### src/rtl/tone_pkg.sv
// Package with register map, field layout and timing constants of the tone generator.
package tone_pkg;
   localparam int          ADDR_W           = 12;
   localparam int          DATA_W           = 32;
   localparam int          CNT_W            = 6;
   localparam int          PRESC_W          = 5;
   localparam logic [11:0] FUNC_SEL_OFFSET  = 12'h0f4;
   localparam logic [11:0] PERIOD_OFFSET    = 12'h0f8;
   localparam logic [11:0] STATUS_OFFSET    = 12'h0fc;
   localparam int          FUNC_TONE_BIT    = 3;
   localparam int          PERIOD_LSB       = 0;
   localparam int          PERIOD_MSB       = 5;
   localparam int          PRESC_SEL_LSB    = 6;
   localparam int          PRESC_SEL_MSB    = 7;
   localparam logic [7:0]  FUNC_RESET       = 8'h00;
   localparam logic [7:0]  PERIOD_RESET     = 8'h00;
   localparam logic [5:0]  CNT_ZERO         = 6'h00;
   localparam logic [4:0]  PRESC_LAST_R4    = 5'h03;
   localparam logic [4:0]  PRESC_LAST_R8    = 5'h07;
   localparam logic [4:0]  PRESC_LAST_R16   = 5'h0f;
   localparam logic [4:0]  PRESC_LAST_R32   = 5'h1f;
   localparam logic [1:0]  RESP_OKAY        = 2'h0;
   localparam logic [1:0]  RESP_SLVERR      = 2'h2;
   localparam logic [1:0]  RESP_DECERR      = 2'h3;
endpackage

### src/rtl/tone_generator.sv
// Square-wave tone generator with an AXI4-Lite register slave.
//
// Contract
// RULE_01: Six-bit up-counter, period register, clock selector.
// RULE_02: Output is a 50 percent square wave.
// RULE_03: Pin carries tone only when function bit 3 set.
// RULE_04: Software sets pin direction bit 3 to output.
// RULE_05: Period value is bits 5 to 0.
// RULE_06: Frequency is oscillator over two, ratio, period plus one.
// RULE_07: Software loads period 1 to 3F before use.
// RULE_08: Period register is write-only; reads return zero.
// RULE_09: Each period write clears and restarts the counter.
// RULE_10: Counter increments from zero on each prescaled tick.
// RULE_11: On match toggle output and clear counter.
// RULE_12: Bits 7:6 pick ratios 4, 8, 16, 32.
`timescale 1ns/1ps
module tone_generator
(
   // Clock and reset.
   input  wire logic        ref_clk_i,
   input  wire logic        resetn_i,
   // AXI4-Lite write address and data.
   input  wire logic        s_axi_awvalid,
   output logic             s_axi_awready,
   input  wire logic [11:0] s_axi_awaddr,
   input  wire logic        s_axi_wvalid,
   output logic             s_axi_wready,
   input  wire logic [31:0] s_axi_wdata,
   input  wire logic [3:0]  s_axi_wstrb,
   // AXI4-Lite write response.
   output logic             s_axi_bvalid,
   input  wire logic        s_axi_bready,
   output logic [1:0]       s_axi_bresp,
   // AXI4-Lite read.
   input  wire logic        s_axi_arvalid,
   output logic             s_axi_arready,
   input  wire logic [11:0] s_axi_araddr,
   output logic             s_axi_rvalid,
   input  wire logic        s_axi_rready,
   output logic [31:0]      s_axi_rdata,
   output logic [1:0]       s_axi_rresp,
   // Port pin.
   output logic             tone_output_pin_o,
   output logic             tone_routed_o
);
   typedef struct packed
   {
      logic        aw_held;
      logic [11:0] aw_addr;
      logic        w_held;
      logic [31:0] w_data;
      logic [3:0]  w_strb;
      logic        bvalid;
      logic [1:0]  bresp;
      logic        rvalid;
      logic [31:0] rdata;
      logic [1:0]  rresp;
      logic [7:0]  func_sel;
      logic [7:0]  period;
      logic        period_loaded;
      logic [5:0]  count;
      logic        wave;
      logic        pin;
      logic        restart;
      logic        aw_ready;
      logic        w_ready;
      logic        ar_ready;
   } tone_state_t;

   tone_state_t state_reg;
   tone_state_t state_next;
   logic        tick;
   logic        do_write;
   logic        do_read;

   // Word-aligned decode shared by both channels.
   function automatic logic [1:0] decode(input logic [11:0] addr);
      logic [1:0] sel;
      sel = 2'h0;
      if (addr[11:2] == tone_pkg::FUNC_SEL_OFFSET[11:2])
      begin
         sel = 2'h1;
      end
      else if (addr[11:2] == tone_pkg::PERIOD_OFFSET[11:2])
      begin
         sel = 2'h2;
      end
      else if (addr[11:2] == tone_pkg::STATUS_OFFSET[11:2])
      begin
         sel = 2'h3;
      end
      return sel;
   endfunction

   // Ratio is restarted with the counter so a write gives a clean first half-period.
   tone_prescaler u_prescaler
   (
      .ref_clk_i (ref_clk_i),
      .resetn_i  (resetn_i),
      .restart_i (state_reg.restart),
      .select_i  (state_reg.period[tone_pkg::PRESC_SEL_MSB:tone_pkg::PRESC_SEL_LSB]),
      .tick_o    (tick)
   );

   assign do_write = state_reg.aw_held && state_reg.w_held && !state_reg.bvalid;
   // Reads finish in one cycle, so a new address waits only for the data to be taken.
   assign do_read  = s_axi_arvalid && !state_reg.rvalid;

   always_comb
   begin
      state_next         = state_reg;
      state_next.restart = 1'b0;
      if (s_axi_awvalid && !state_reg.aw_held)
      begin
         state_next.aw_held = 1'b1;
         state_next.aw_addr = s_axi_awaddr;
      end
      if (s_axi_wvalid && !state_reg.w_held)
      begin
         state_next.w_held = 1'b1;
         state_next.w_data = s_axi_wdata;
         state_next.w_strb = s_axi_wstrb;
      end
      if (state_reg.bvalid && s_axi_bready)
      begin
         state_next.bvalid = 1'b0;
      end
      if (do_write)
      begin
         state_next.aw_held = 1'b0;
         state_next.w_held  = 1'b0;
         state_next.bvalid  = 1'b1;
         state_next.bresp   = tone_pkg::RESP_OKAY;
         unique case (decode(state_reg.aw_addr))
            2'h1:
            begin
               if (state_reg.w_strb[0])
               begin
                  state_next.func_sel = state_reg.w_data[7:0];
               end
            end
            2'h2:
            begin
               if (state_reg.w_strb[0])
               begin
                  state_next.period        = state_reg.w_data[7:0]; // RULE_05
                  state_next.period_loaded = 1'b1;
                  state_next.restart       = 1'b1; // RULE_09
               end
            end
            2'h3: state_next.bresp = tone_pkg::RESP_SLVERR;
            2'h0: state_next.bresp = tone_pkg::RESP_DECERR;
         endcase
      end
      if (state_reg.rvalid && s_axi_rready)
      begin
         state_next.rvalid = 1'b0;
      end
      if (do_read)
      begin
         state_next.rvalid = 1'b1;
         state_next.rdata  = '0;
         state_next.rresp  = tone_pkg::RESP_OKAY;
         unique case (decode(s_axi_araddr))
            2'h1: state_next.rdata[7:0] = state_reg.func_sel;
            2'h2: state_next.rdata = '0; // RULE_08
            2'h3: state_next.rdata[7:0] = {state_reg.period_loaded, state_reg.wave,
                                           state_reg.count};
            2'h0: state_next.rresp = tone_pkg::RESP_DECERR;
         endcase
      end
      // Counter and toggle run off the prescaled tick.
      if (state_reg.restart)
      begin
         state_next.count = tone_pkg::CNT_ZERO; // RULE_09
      end
      else if (tick)
      begin
         if (state_reg.count == state_reg.period[tone_pkg::PERIOD_MSB:tone_pkg::PERIOD_LSB])
         begin
            state_next.count = tone_pkg::CNT_ZERO; // RULE_11
            state_next.wave  = !state_reg.wave; // RULE_02 RULE_06
         end
         else
         begin
            state_next.count = state_reg.count + 6'h01; // RULE_10 RULE_01
         end
      end
      // Pin falls back low whenever the port function is not the tone.
      state_next.pin = state_reg.func_sel[tone_pkg::FUNC_TONE_BIT] && state_reg.wave; // RULE_03
      // Ready flags live in flops so each bus output leaves a register directly.
      state_next.aw_ready = !state_next.aw_held;
      state_next.w_ready  = !state_next.w_held;
      state_next.ar_ready = !state_next.rvalid;
   end

   always_ff @(posedge ref_clk_i)
   begin
      if (!resetn_i)
      begin
         state_reg          <= '0;
         state_reg.func_sel <= tone_pkg::FUNC_RESET;
         state_reg.period   <= tone_pkg::PERIOD_RESET;
         state_reg.aw_ready <= 1'b1;
         state_reg.w_ready  <= 1'b1;
         state_reg.ar_ready <= 1'b1;
      end
      else
      begin
         state_reg <= state_next;
      end
   end

   assign s_axi_awready     = state_reg.aw_ready;
   assign s_axi_wready      = state_reg.w_ready;
   assign s_axi_bvalid      = state_reg.bvalid;
   assign s_axi_bresp       = state_reg.bresp;
   assign s_axi_arready     = state_reg.ar_ready;
   assign s_axi_rvalid      = state_reg.rvalid;
   assign s_axi_rdata       = state_reg.rdata;
   assign s_axi_rresp       = state_reg.rresp;
   assign tone_output_pin_o = state_reg.pin;
   assign tone_routed_o     = state_reg.func_sel[tone_pkg::FUNC_TONE_BIT];
endmodule

### src/rtl/tone_prescaler.sv
// Free-running oscillator prescaler that gives a one-cycle tick at the selected ratio.
`timescale 1ns/1ps
module tone_prescaler
(
   // Clock and reset.
   input  wire logic       ref_clk_i,
   input  wire logic       resetn_i,
   // Control.
   input  wire logic       restart_i,
   input  wire logic [1:0] select_i,
   // Tick out.
   output logic            tick_o
);
   typedef struct packed
   {
      logic [tone_pkg::PRESC_W-1:0] div;
      logic                         tick;
   } presc_state_t;

   presc_state_t state_reg;
   presc_state_t state_next;
   logic [tone_pkg::PRESC_W-1:0] last_div;

   // Codes 00 to 11 give ratios 4, 8, 16 and 32.
   always_comb
   begin
      last_div = tone_pkg::PRESC_LAST_R4;
      unique case (select_i)
         2'h0: last_div = tone_pkg::PRESC_LAST_R4; // RULE_12
         2'h1: last_div = tone_pkg::PRESC_LAST_R8; // RULE_12
         2'h2: last_div = tone_pkg::PRESC_LAST_R16; // RULE_12
         2'h3: last_div = tone_pkg::PRESC_LAST_R32; // RULE_12
      endcase
   end

   always_comb
   begin
      state_next      = state_reg;
      state_next.tick = 1'b0;
      if (restart_i)
      begin
         state_next.div = '0;
      end
      else if (state_reg.div >= last_div)
      begin
         state_next.div  = '0;
         state_next.tick = 1'b1;
      end
      else
      begin
         state_next.div = state_reg.div + 5'h01;
      end
   end

   always_ff @(posedge ref_clk_i)
   begin
      if (!resetn_i)
      begin
         state_reg <= '0;
      end
      else
      begin
         state_reg <= state_next;
      end
   end

   assign tick_o = state_reg.tick;
endmodule

### config.mk
export PLATFORM = sky130hd
export DESIGN_NAME = tone_generator
export DESIGN_NICKNAME = d
export VERILOG_FILES = /design/src/rtl/tone_pkg.sv /design/src/rtl/tone_generator.sv /design/src/rtl/tone_prescaler.sv
export SDC_FILE = /design/constraint.sdc
export NUM_CORES = 1
export LEC_CHECK = 0
export ABC_AREA = 1
export BUFFER_PORTS_ARGS = -buffer_cell sky130_fd_sc_hd__clkbuf_2
export CAP_MARGIN = 20
export CORE_MARGIN = 4
export CORE_UTILIZATION = 30
export CTS_BUF_LIST = sky130_fd_sc_hd__clkbuf_4
export CTS_CLUSTER_DIAMETER = 80
export DETAILED_ROUTE_END_ITERATION = 10
export HOLD_SLACK_MARGIN = 0.03
export MAX_ROUTING_LAYER = met4
export PLACE_DENSITY = 0.5
export SYNTH_ARGS = -nofsm -noshare
export SYNTH_HDL_FRONTEND = slang
export SYNTH_SLANG_ARGS = --single-unit
### constraint.sdc
create_clock -name ref_clk_i -period 2.4 [get_ports ref_clk_i]
set_clock_uncertainty 0.2 [all_clocks]
set_input_delay 0.36 -clock ref_clk_i [delete_from_list [all_inputs] [get_ports ref_clk_i]]
set_output_delay 0.36 -clock ref_clk_i [all_outputs]
set_load 0.05 [all_outputs]
==> results of run 1 <==
## power by group through the flow
stage	Combinational [mW]	Sequential, mW	Clock [mW]
after floorplan	0.341	1.31	0
after global placement	0.402	1.31	0
after detailed placement	0.408	1.32	0
after CTS	0.440	1.29	0.767
after global routing	0.498	1.30	0.804
final	0.437	1.29	0.731
## path summary, 6_finish.rpt
kind | from | to | cells after the start
hold reg to reg | state_reg[22] | state_reg[22] | 2
hold / removal | s_axi_araddr[5] | s_axi_rresp[0] | 4
setup / recovery | state_reg[112] | state_reg[15] | 8
setup reg to reg | state_reg[112] | state_reg[15] | 8
## logic make-up (layout without fill, tap and decap cells)
kind of cell	Yosys count	in the layout	synth area share, %
and+or+nand+nor	172	172	24.0
buffers and inverters	93	143	16.0
AOI/OAI and AO/OA	74	74	12.8
DFF	69	69	42.5
adders and majority gates	7	7	2.70
xor gates and xnor gates	7	7	1.89
other	1	24	0.115
## per-layer routing
metal  GRT usage [%]  wire length (µm)  vias to the layer above
met1            14.7              3320                     1158
li1                -                 -                     1436
met3            4.10               455                        5
met5               -                 0                        -
met2            18.1              3090                       78
met4            2.40                61                        0
## critical path: stages (launching register included)
cell and delay (ps):
dfxtp_1 330, nor2_1 100, nand3_1 170, nor3_1 230, nor2_1 90, ha_1 210
nand2_2 250, o21ai_0 140, a21oi_1 140
## Yosys cell counts, types with 3 or more instances
library cell  instances  area share, %
a21oi_1              23            3.5
a21oi_2               8            2.2
buf_4                36            8.3
buf_6                 3            1.0
clkbuf_1              4           0.46
dfxtp_1              69             43
ha_1                  7            2.7
inv_1                44            5.1
nand2_1              59            6.8
nand2_2               3           0.58
nand3_1               8            1.2
nand4_1              21            4.0
nor2_1               68            7.9
nor2_2                3           0.58
nor2_4                3            1.0
nor3_1                4           0.62
o21ai_0              37            5.7
o21ai_2               3           0.81
xor2_1                6            1.6
## stage by stage
stage	std cells	hold slack [ps]	worst slack, ps	area (µm²)	total power [mW]
global route	632	51.9	200	3830	2.60
detailed placement	593	242	459	3450	1.73
CTS	632	36.8	410	3830	2.50
floorplan	446	224	740	3330	1.65
global placement	593	240	487	3450	1.72
finish	632	73.4	465	3830	2.46
## cell type report
| cell class | count | area, µm² | share of cell area, % |
|---|---|---|---|
| multi-input cells | 284 | 1430 | 37.4 |
| flip-flops and latches | 69 | 1380 | 36.1 |
| repair buffers | 81 | 533 | 13.9 |
| inverters | 47 | 176 | 4.61 |
| well taps | 136 | 170 | 4.45 |
| clock buffers | 9 | 67.6 | 1.77 |
| clock inverters | 6 | 65.1 | 1.70 |
## repair_timing
item                                   CTS  global route
hold buffers                            24             0
endpoints found under the hold margin   24             0
setup endpoints to repair                0             0
setup buffers                            0             0
==> results.md, run 1 <==
- Of the synthesized area, sequential elements account for 42.5%.
- The number of sinks driven by the clock tree is 69.
- The tool flagged a number of max-cap violations equal to 0.
- The most common library cell in the layout ignoring fill and taps is dfxtp_1.
- The combinational cell fraction of total power is 17.8%.
- After detailed routing, the number of remaining DRC violations is 0.
- The die boundary height is 112 µm.
- The total net switching power is between 0.7 and 0.8 mW.
- The via count of the first global-routing pass is 2,540.
- Counting flops with a built-in enable in the synthesized netlist gives 0.
- The fraction of the cycle the final worst path needs is 80.6%.
- The static leakage is approximately 1.7 nW.
- The number of nets still failing antenna checks after routing is 0.
- The area added between synthesis and finish is 17.8%.
- The peak clock frequency supported by timing is 517 MHz.
- The cell count after synthesis came out at 423.
- The total count of max-transition violations in the final report is 0.
- The switching part of the total is 32.0%.
- The first global-routing pass estimated 11,800 µm of wire.
- STA classifies the critical path endpoint as a flop.
- The number of failing hold endpoints at the final stage is 0.
- The register-to-register path setup slack is about 470 ps.
- The routed design could run at a clock period as short as roughly 1900 ps.
- The site row count is 37.
- In the final timing run, aggregate negative setup slack is 0 ps.
- Clock-pin slew was measured on the worst setup and hold paths at 120 ps.
- The Yosys warning count is 0.
- After global routing the overflow that remains totals 0.
- The post-synthesis cell type count is 30.
- The pre-antenna-repair detailed-routing pass consisted of 4 iterations.
- The maximum clock insertion buffer count is 2.
- Counting flops and latches in the post-synthesis netlist gives 69.
- The power per unit of standard cell area is roughly 640 nW/µm².
- The overall die width is roughly 110 µm.
- The average cell area after synthesis is between 7 and 8 µm².
- The classification of the worst-slack hold path is input pin to flop.
- In this run, post-CTS repair resized a total of 0 instances.
- Headroom to the max-slew limit came out at 58.4%.
- The clock latency at the later pin of the worst-skew pair is around 400 ps.
- For this block, the routed nets add up to roughly 7000 µm of wire.
- The internal power of the cells totals ~1.7 mW.
- The first-iteration detailed-routing DRC count is 101.
- STA classifies the critical path startpoint as a flop.
- Entering global routing, the biggest net connects 42 pins.
- The die covers ~13,000 µm².
- For this run, asynchronously set or reset flops after synthesis account for 0%.
- Across the VDD grid, the largest voltage drop is 351 µV.
- After filler insertion, the fill cell instance count of the layout stands at 1,130.
- At the end of routability-driven placement, the weighted congestion stood at around 0.8.
- The via count is 2,677.
- The critical path is of the flop to flop type.
- Counting the buffers created by CTS gives 9.
- For this run, the share of the core covered by cells in the final layout is 36.7%.
- Across every metal layer, demand over resource in global routing totals 11.6%.
- The clock tree from TritonCTS is yes.
- Summing every instance area after synthesis gives 3250 µm².
- The register with the most flip-flops in the layout has 45 of them.
- Among all flip-flop cells after synthesis, the most frequent one is dfxtp_1.
- The core region is 10,400 µm².
- The via-per-instance ratio is 4.24.
- The post-detailed-route wirelength per cell is 11.0 µm.
- The post-route netlist has 19.2% of its cells at a drive strength greater than 1.
- The number of levels the H-tree was split into is 3.
- During I/O placement, the number of pins put on the boundary was 110.
- The critical-path maximum fanout is 17.
- Setup repair after global routing left no endpoint under its margin.
- The total half-perimeter wirelength after legalization and detailed placement is 4960 µm.
- The repair_antennas step left the layout with diodes totalling 0.
- The initial antenna violation count is 0.
- The run finished with clean final reports.
- The initial utilization of the core area, before any placement, comes to 31.2%.
- The number of setup violations in the final report is 0.
- STA puts the critical path data required time at about 2500 ps.
- The clock root buffer is clkbuf_4.
- The final net count is roughly 570.
- STA puts the critical path data arrival time at roughly 2100 ps.
- For the pin with the worst max-slew slack, the measured transition is 624 ps.
- The library cells used most frequently in the layout, excluding fill and tap cells, are 69 x dfxtp_1, 68 x nor2_1, 59 x nand2_1.
- The share of total power in sequential cells is about 53%.
- The number of buffers inserted by port buffering is 54.
- The clock network accounts for 29.7% of the total power.
Note: power is estimated with default switching activity, not from simulation.
==> run 2, diff against run 1 <==
--- a/config.mk
+++ b/config.mk
@@ -15,7 +15,7 @@
 export DETAILED_ROUTE_END_ITERATION = 10
 export HOLD_SLACK_MARGIN = 0.03
 export MAX_ROUTING_LAYER = met4
-export PLACE_DENSITY = 0.5
+export PLACE_DENSITY = 0.52
 export SYNTH_ARGS = -nofsm -noshare
 export SYNTH_HDL_FRONTEND = slang
 export SYNTH_SLANG_ARGS = --single-unit
==> constraint.sdc (replaced) <==
create_clock -name ref_clk_i -period 1.6 [get_ports ref_clk_i]
set_clock_uncertainty 0.2 [all_clocks]
set_input_delay 0.24 -clock ref_clk_i [delete_from_list [all_inputs] [get_ports ref_clk_i]]
set_output_delay 0.24 -clock ref_clk_i [all_outputs]
set_load 0.05 [all_outputs]
==> run 2 against run 1 <==
Net effect:
- the run now ends with setup timing left
- clock-buffer cell count is 1 higher
- via count is 8.4% higher
- wire length is 9.5% higher
- flip-flop and latch count stayed put
- combinational power is 72% higher
- die area stayed put
- final cell count is 5.4% higher
==> results.md, run 2 (synthesis gave the netlist of run 1 again) <==
- The effective utilization at floorplan came to 31.2% (unchanged).
- The overall die width is 112 µm (unchanged).
- In the layout the commonest cells are 63 x dfxtp_1, 58 x nor2_1, 57 x nand2_1.
- The total wirelength of the detailed-routed design is 7590 µm (+9.5%).
- The final worst-path setup slack is -108 ps (-573 ps).
- The via count is 2,903 (+8.4%).
- The critical-path maximum fanout is 7 (-10).
- The number of nets still failing antenna checks after routing is 0 (unchanged).
- Walking the worst path, the cells encountered are nor2_4 > nand3_4 > nor4_4 > nor2_2 > ha_4 > nand2_8 > buf_4 > a21oi_1.
- The first-pass GRT wire length was 12,400 µm (+5.8%).
- The clock buffer count from CTS is 9 (unchanged).
- The area taken by flip-flops and latches is 1390 µm² (+0.54%).
- The fraction of the cycle the final worst path needs is 107% (+26 points).
- The die boundary height is 112 µm (unchanged).
- The clock root buffer is clkbuf_4.
- The number of levels the H-tree was split into is 3 (unchanged).
- The internal power contribution came to 2.43 mW (+46%).
- The element type at the critical path start is a flop.
- The total grt overflow came to 0 (unchanged).
- The max-capacitance violation count was 0 (unchanged).
- The worst setup slack after placement is -287 ps (-746 ps).
- The final net count is 599 (+5.8%).
- The post-detailed-route wirelength per cell is 11.4 µm (+3.9%).
- The final reports fail on setup timing.
- The critical path data required time is 1710 ps (-830 ps).
- The setup TNS after final layout is -1300 ps (-1300 ps).
- The flip-flop count of the largest register, all copies and words added is 45 (unchanged).
- The area of the die came to 12,600 µm² (unchanged).
- The share of cells above drive strength 1 is 30.0% (+11 points).
- The total half-perimeter wirelength after legalization and detailed placement is 5230 µm (+5.4%).
- The longest individual stage delay on the worst path is 360 ps (+30 ps).
- Setup repair after global routing could not meet its margin everywhere.
- The final antenna diode count is 0 (unchanged).
- The nature of the critical path endpoint is a flop.
- The peak ir drop on the vdd network was 482 µV (+38%).
- TritonCTS built the clock tree.
- The site row count came to 37 (unchanged).
- The maximum clock insertion buffer count is 2 (unchanged).
- The area added between synthesis and finish is 30.8%.
- The number of design rule violations left after detail routing is 0 (unchanged).
- The instance area after placement was 3640 µm² (+5.5%).
- The number of failing hold endpoints at the final stage came to 0 (unchanged).
- The overall global routing resource usage is 12.4% (+0.74 points).
- Tracing the worst setup path back leads to its startpoint at state_reg[113].
- The launch instance of the worst register-to-register path is state_reg[113].
- The initial antenna violation count is 0 (unchanged).
- The number of sinks driven by the clock tree is 69 (unchanged).
- The via count of the first global-routing pass came to 2,818 (+11%).
- The final instance area came to 4250 µm² (+11%).
- The filler cell count came to 1,094 (-3.2%).
- The relative contribution of the clock network to total power is 26.5% (-3.2 points).
- The most common library cell in the layout ignoring fill and taps is dfxtp_1.
- The peak clock frequency supported by timing is 586 MHz (+13%).
- The worst hold slack is 76.6 ps (+3.28 ps).
- The share of total power in sequential cells was 53.1% (+0.6 points).
- The last weighted congestion value of the routability-driven placer came to 0.818 (+5.1%).
- The total net switching power was 1.24 mW (+57%).
- The static leakage is 1.86 nW (+10%).
- The via-per-instance ratio was 4.36 (+2.9%).
- The number of buffers inserted by port buffering came to 54 (unchanged).
- The multi-input gate area in the final layout was 1610 µm² (+12%).
- The sum of internal, switching and leakage power is 3.67 mW (+49%).
- The minimum clock period after layout is 1710 ps (-227 ps).
- The classification of the worst-slack hold path is input pin to flop.
- The clock latency at the later pin of the worst-skew pair is 420 ps (about the same).
- The run finished, with violations left.
- The first-iteration detailed-routing DRC count came to 94 (-6.9%).
- The area of the core is 10,400 µm² (unchanged).
- The power per unit of standard cell area is 864 nW/µm² (+34%).
- The hold path startpoint is s_axi_arvalid.
- The combinational cell fraction of total power came to 20.5% (+2.7 points).
- The switching part of the total came to 33.7% (+1.6 points).
- The detailed-router iteration count before antenna repair is 6 (+2).
- The setup path with the least slack is of type flop to flop.
- The pin count of the biggest net entering global routing is 35 (-17%).
- The slowest stage of the critical path is the dfxtp_2 cell.
- The clock slew seen by the registers of the worst setup and hold paths is 120 ps (about the same).
- The endpoint arrival time on the critical path was 1810 ps (-260 ps).
- The number of setup violations in the final report is 19 (+19).
- The number of top-level pins came to 110 (unchanged).
- The total count of max-transition violations in the final report is 0 (unchanged).
[run 2: changes by cell type in the layout (fill, tap and decap cells not counted), moves of 4 or more]
cell           before  now
dfxtp_2             0    6
o21ai_0            37   30
nor2_2              3   11
o21ai_1             2    6
nor2_1             68   58
dfxtp_1            69   63
dlygate4sd3_1      24   28
buf_4               3   28
[run 2: final timing paths]
path | slack, ps | to | cells after the start
hold reg to reg | 260 | state_reg[21] | 2
hold / removal | 80 | s_axi_rdata[4] | 5
setup / recovery | -110 | state_reg[16] | 8
setup reg to reg | -110 | state_reg[16] | 8
[run 2: repair_timing]
| item | in CTS | in global routing |
|---|---|---|
| hold buffers | 28 | 1 |
| pin swaps | 10 | 13 |
| hold endpoints to repair | 29 | 1 |
| cloned | 1 | 1 |
| buffers inserted | 1 | 2 |
| resized for setup | 19 | 35 |
| endpoints found under the setup margin | 26 | 30 |
[run 2: critical path: cells and delay by family (launching register included)]
kind,cells,cell delay [ps]
and+or+nand+nor,5,650
DFF,1,360
adders and majority gates,1,210
buffers and inverters,1,120
AOI/OAI and AO/OA,1,60
[run 2: metrics by stage]
step | util, % | instances
finish | 40.8 | 666
global route | 40.8 | 666
CTS | 39.6 | 663
detailed placement | 35.0 | 617
global placement | 35.0 | 617
floorplan | - | 446
[run 2: layout make-up]
type / instances / share of cell area (%)
Sequential cell: 69 / 32.7
Timing Repair Buffer: 112 / 18.6
Tap cell: 136 / 4.01
Clock inverter: 6 / 0.943
Multi-Input combinational cell: 286 / 37.8
Clock buffer: 10 / 1.77
Inverter: 47 / 4.15
[run 2: power by group through the flow]
stage | clock, mW | combinational (mW) | sequential, mW
final | 0.971 | 0.751 | 1.95
after floorplan | 0 | 0.511 | 1.97
after CTS | 1.02 | 0.718 | 1.94
after detailed placement | 0 | 0.641 | 1.97
after global placement | 0 | 0.628 | 1.97
after global routing | 1.09 | 0.838 | 1.97
[run 2: metal layers]
metal  vias to the layer above  track usage (%)  part of all wire (%)
li1                       1517                -                     -
met1                      1291             15.0                    45
met2                        81             19.9                    48
met3                        14             3.67                   5.6
met4                         0             3.77                   1.6
met5                         -                -                     0
==> run 3, diff against run 2 <==
--- a/config.mk
+++ b/config.mk
@@ -14,7 +14,6 @@
 export CTS_CLUSTER_DIAMETER = 80
 export DETAILED_ROUTE_END_ITERATION = 10
 export HOLD_SLACK_MARGIN = 0.03
-export MAX_ROUTING_LAYER = met4
 export PLACE_DENSITY = 0.52
 export SYNTH_ARGS = -nofsm -noshare
 export SYNTH_HDL_FRONTEND = slang
==> run 3 against run 2 <==
Net effect:
- the run still ends with setup timing left
- utilization did not move
- largest power group unchanged
- final cell count is the same
- largest cell class unchanged
- combinational power hardly changed
==> results.md, run 3 (synthesis gave the netlist of run 1 again) <==
- The instance area after placement is 3640 µm² (unchanged).
- The minimum clock period after layout was 1700 ps (-3.51 ps).
- The number of setup violations in the final report is 19 (unchanged).
- The final instance area is 4250 µm² (unchanged).
- The combinational cell fraction of total power is 20.5% (about the same).
- The power per unit of standard cell area came to 863 nW/µm² (-0.10%).
- Setup repair after global routing could not meet its margin everywhere.
- The worst setup path is of the flop to flop kind.
- The final antenna diode count was 0 (unchanged).
- The number of design rule violations left after detail routing is 0 (unchanged).
- The multi-input gate area in the final layout is 1610 µm² (unchanged).
- The switching part of the total is 33.6% (-0.068 points).
- The most common library cell in the layout ignoring fill and taps is dfxtp_1.
- The number of cells after detailed placement was 617 (unchanged).
- The die boundary height was 112 µm (unchanged).
- The via count of the first global-routing pass is 2,821 (+0.11%).
- The peak ir drop on the vdd network is 482 µV (about the same).
- The area of the die is 12,600 µm² (unchanged).
- The final reports fail on setup timing.
- The critical path data required time is 1700 ps (about the same).
- The count of placed standard cells in the final layout, fillers left out is 666 (unchanged).
- The total half-perimeter wirelength after legalization and detailed placement came to 5230 µm (unchanged).
- The nature of the critical path endpoint is a flop.
- The total count of max-transition violations in the final report was 0 (unchanged).
- The initial antenna violation count is 0 (unchanged).
- The number of buffers inserted by port buffering is 54 (unchanged).
- The endpoint arrival time on the critical path was 1810 ps (about the same).
- The critical-path maximum fanout is 7 (unchanged).
- The final net count came to 599 (unchanged).
- Grouping stages by cell kind, the critical path spends the most delay in simple AND/OR/NAND/NOR gates.
- The post-detailed-route wirelength per cell is 11.4 µm (-0.33%).
- The number of failing hold endpoints at the final stage is 0 (unchanged).
- The via-per-instance ratio came to 4.35 (-0.31%).
- The last weighted congestion value of the routability-driven placer is 0.806 (-1.4%).
- In the layout the commonest cells are 63 x dfxtp_1, 58 x nor2_1, 57 x nand2_1.
- The number of levels the H-tree was split into is 3 (unchanged).
- The relative contribution of the clock network to total power is 26.5% (about the same).
- The overall die width is 112 µm (unchanged).
- The filler cell count was 1,094 (unchanged).
- The fraction of the cycle the final worst path needs is 107% (-0.22 points).
- The effective utilization at floorplan is 31.2% (unchanged).
- The via count is 2,894 (-0.31%).
- The share of cells above drive strength 1 is 30.0% (unchanged).
- The flip-flop count of the largest register, all copies and words added is 45 (unchanged).
- The detailed-router iteration count before antenna repair is 4 (-2).
- The share of total power in sequential cells was 53.1% (about the same).
- The area taken by flip-flops and latches came to 1390 µm² (unchanged).
- The number of top-level pins is 110 (unchanged).
- The total grt overflow is 0 (unchanged).
- The worst setup path is launched from a flop.
- The worst setup slack after placement is -287 ps (unchanged).
- The pin count of the biggest net entering global routing is 35 (unchanged).
- The longest individual stage delay on the worst path was 360 ps (about the same).
- The overall global routing resource usage came to 12.0% (-0.37 points).
- The clock slew seen by the registers of the worst setup and hold paths is 120 ps (about the same).
- The site row count is 37 (unchanged).
- The buffer and inverter count on the worst path is 1 (unchanged).
- Traced cell by cell, the critical path runs through nor2_4 > nand3_4 > nor4_4 > nor2_2 > ha_4 > nand2_8 > buf_4 > a21oi_1.
- The clock buffer count from CTS is 9 (unchanged).
- The total net switching power is 1.23 mW (-0.30%).
- The static leakage is 1.86 nW (unchanged).
- TritonCTS built the clock tree.
- The clock latency at the later pin of the worst-skew pair is 420 ps (about the same).
- The flow ran to the end, but the final reports show violations.
- The total wirelength of the detailed-routed design is 7560 µm (-0.33%).
- The slowest stage of the critical path belongs to the cell dfxtp_2.
- The maximum clock insertion buffer count is 2 (unchanged).
- The final core utilization came to 40.8% (unchanged).
- The number of sinks driven by the clock tree is 69 (unchanged).
- The number of nets still failing antenna checks after routing is 0 (unchanged).
- The max-capacitance violation count is 0 (unchanged).
- The classification of the worst-slack hold path is input pin to flop.
- The peak clock frequency supported by timing is 587 MHz (+0.21%).
- The first-pass GRT wire length came to 12,400 µm (about the same).
- The internal power contribution is 2.43 mW (about the same).
- Clock tree synthesis selected as its root buffer the cell clkbuf_4.
- The final worst-path setup slack is -104 ps (+3.51 ps).
- The area added between synthesis and finish was 30.8% (unchanged).
- The area of the core is 10,400 µm² (unchanged).
- The first-iteration detailed-routing DRC count is 107 (+14%).
run 3: cell counts in the layout (fill, tap and decap cells not counted):
No cell type changed its count.
run 3: repair_timing:
item / CTS / global route
hold buffers: 28 / 1
endpoints found under the hold margin: 29 / 1
gates cloned: 1 / 1
endpoints found under the setup margin: 26 / 30
setup buffers: 1 / 2
resized for setup: 19 / 35
pin swaps: 10 / 13
run 3: per-stage QoR:
step	setup TNS [ps]	hold slack, ps	power [mW]
2_1_floorplan	-69.2	175	2.48
3_3_place_gp	-2080	243	2.60
3_5_place_dp	-3070	242	2.62
4_1_cts	-1340	43.6	3.68
5_1_grt	-3840	47.2	3.89
6_report	-1260	79.3	3.67
run 3: path summary, 6_finish.rpt:
| check | startpoint | to | slack (ps) | cells past startpoint |
|---|---|---|---|---|
| setup reg to reg | state_reg[113] | state_reg[16] | -100 | 8 |
| setup / recovery | state_reg[113] | state_reg[16] | -100 | 8 |
| hold / removal | s_axi_arvalid | s_axi_rdata[4] | 80 | 5 |
| hold reg to reg | state_reg[21] | state_reg[21] | 260 | 2 |
run 3: power by group through the flow:
stage	logic [mW]	registers [mW]	clock network [mW]
after floorplan	0.511	1.97	0
after global placement	0.628	1.97	0
after detailed placement	0.641	1.97	0
after CTS	0.718	1.94	1.02
after global routing	0.838	1.97	1.09
final	0.751	1.95	0.970
run 3: routing by layer:
layer / vias to the layer above / global-route usage, % / part of all wire (%)
li1: 1517 / - / -
met1: 1278 / 15.0 / 44
met2: 84 / 19.9 / 47
met3: 15 / 3.67 / 6.5
met4: 0 / 3.77 / 1.7
met5: - / 0 / 0
run 3: tightest hold or removal path: stages:
cell	delay (ps)
clkbuf_2	80
nand2_2	50
buf_4	160
nand2_1	60
a21oi_1	50
run 3: final cells by class:
class                   count  area share, %
multi-input cells         286           37.8
flip-flops and latches     69           32.7
repair buffers            112           18.6
inverters                  47           4.15
well taps                 136           4.01
clock buffers              10           1.77
clock inverters             6          0.943
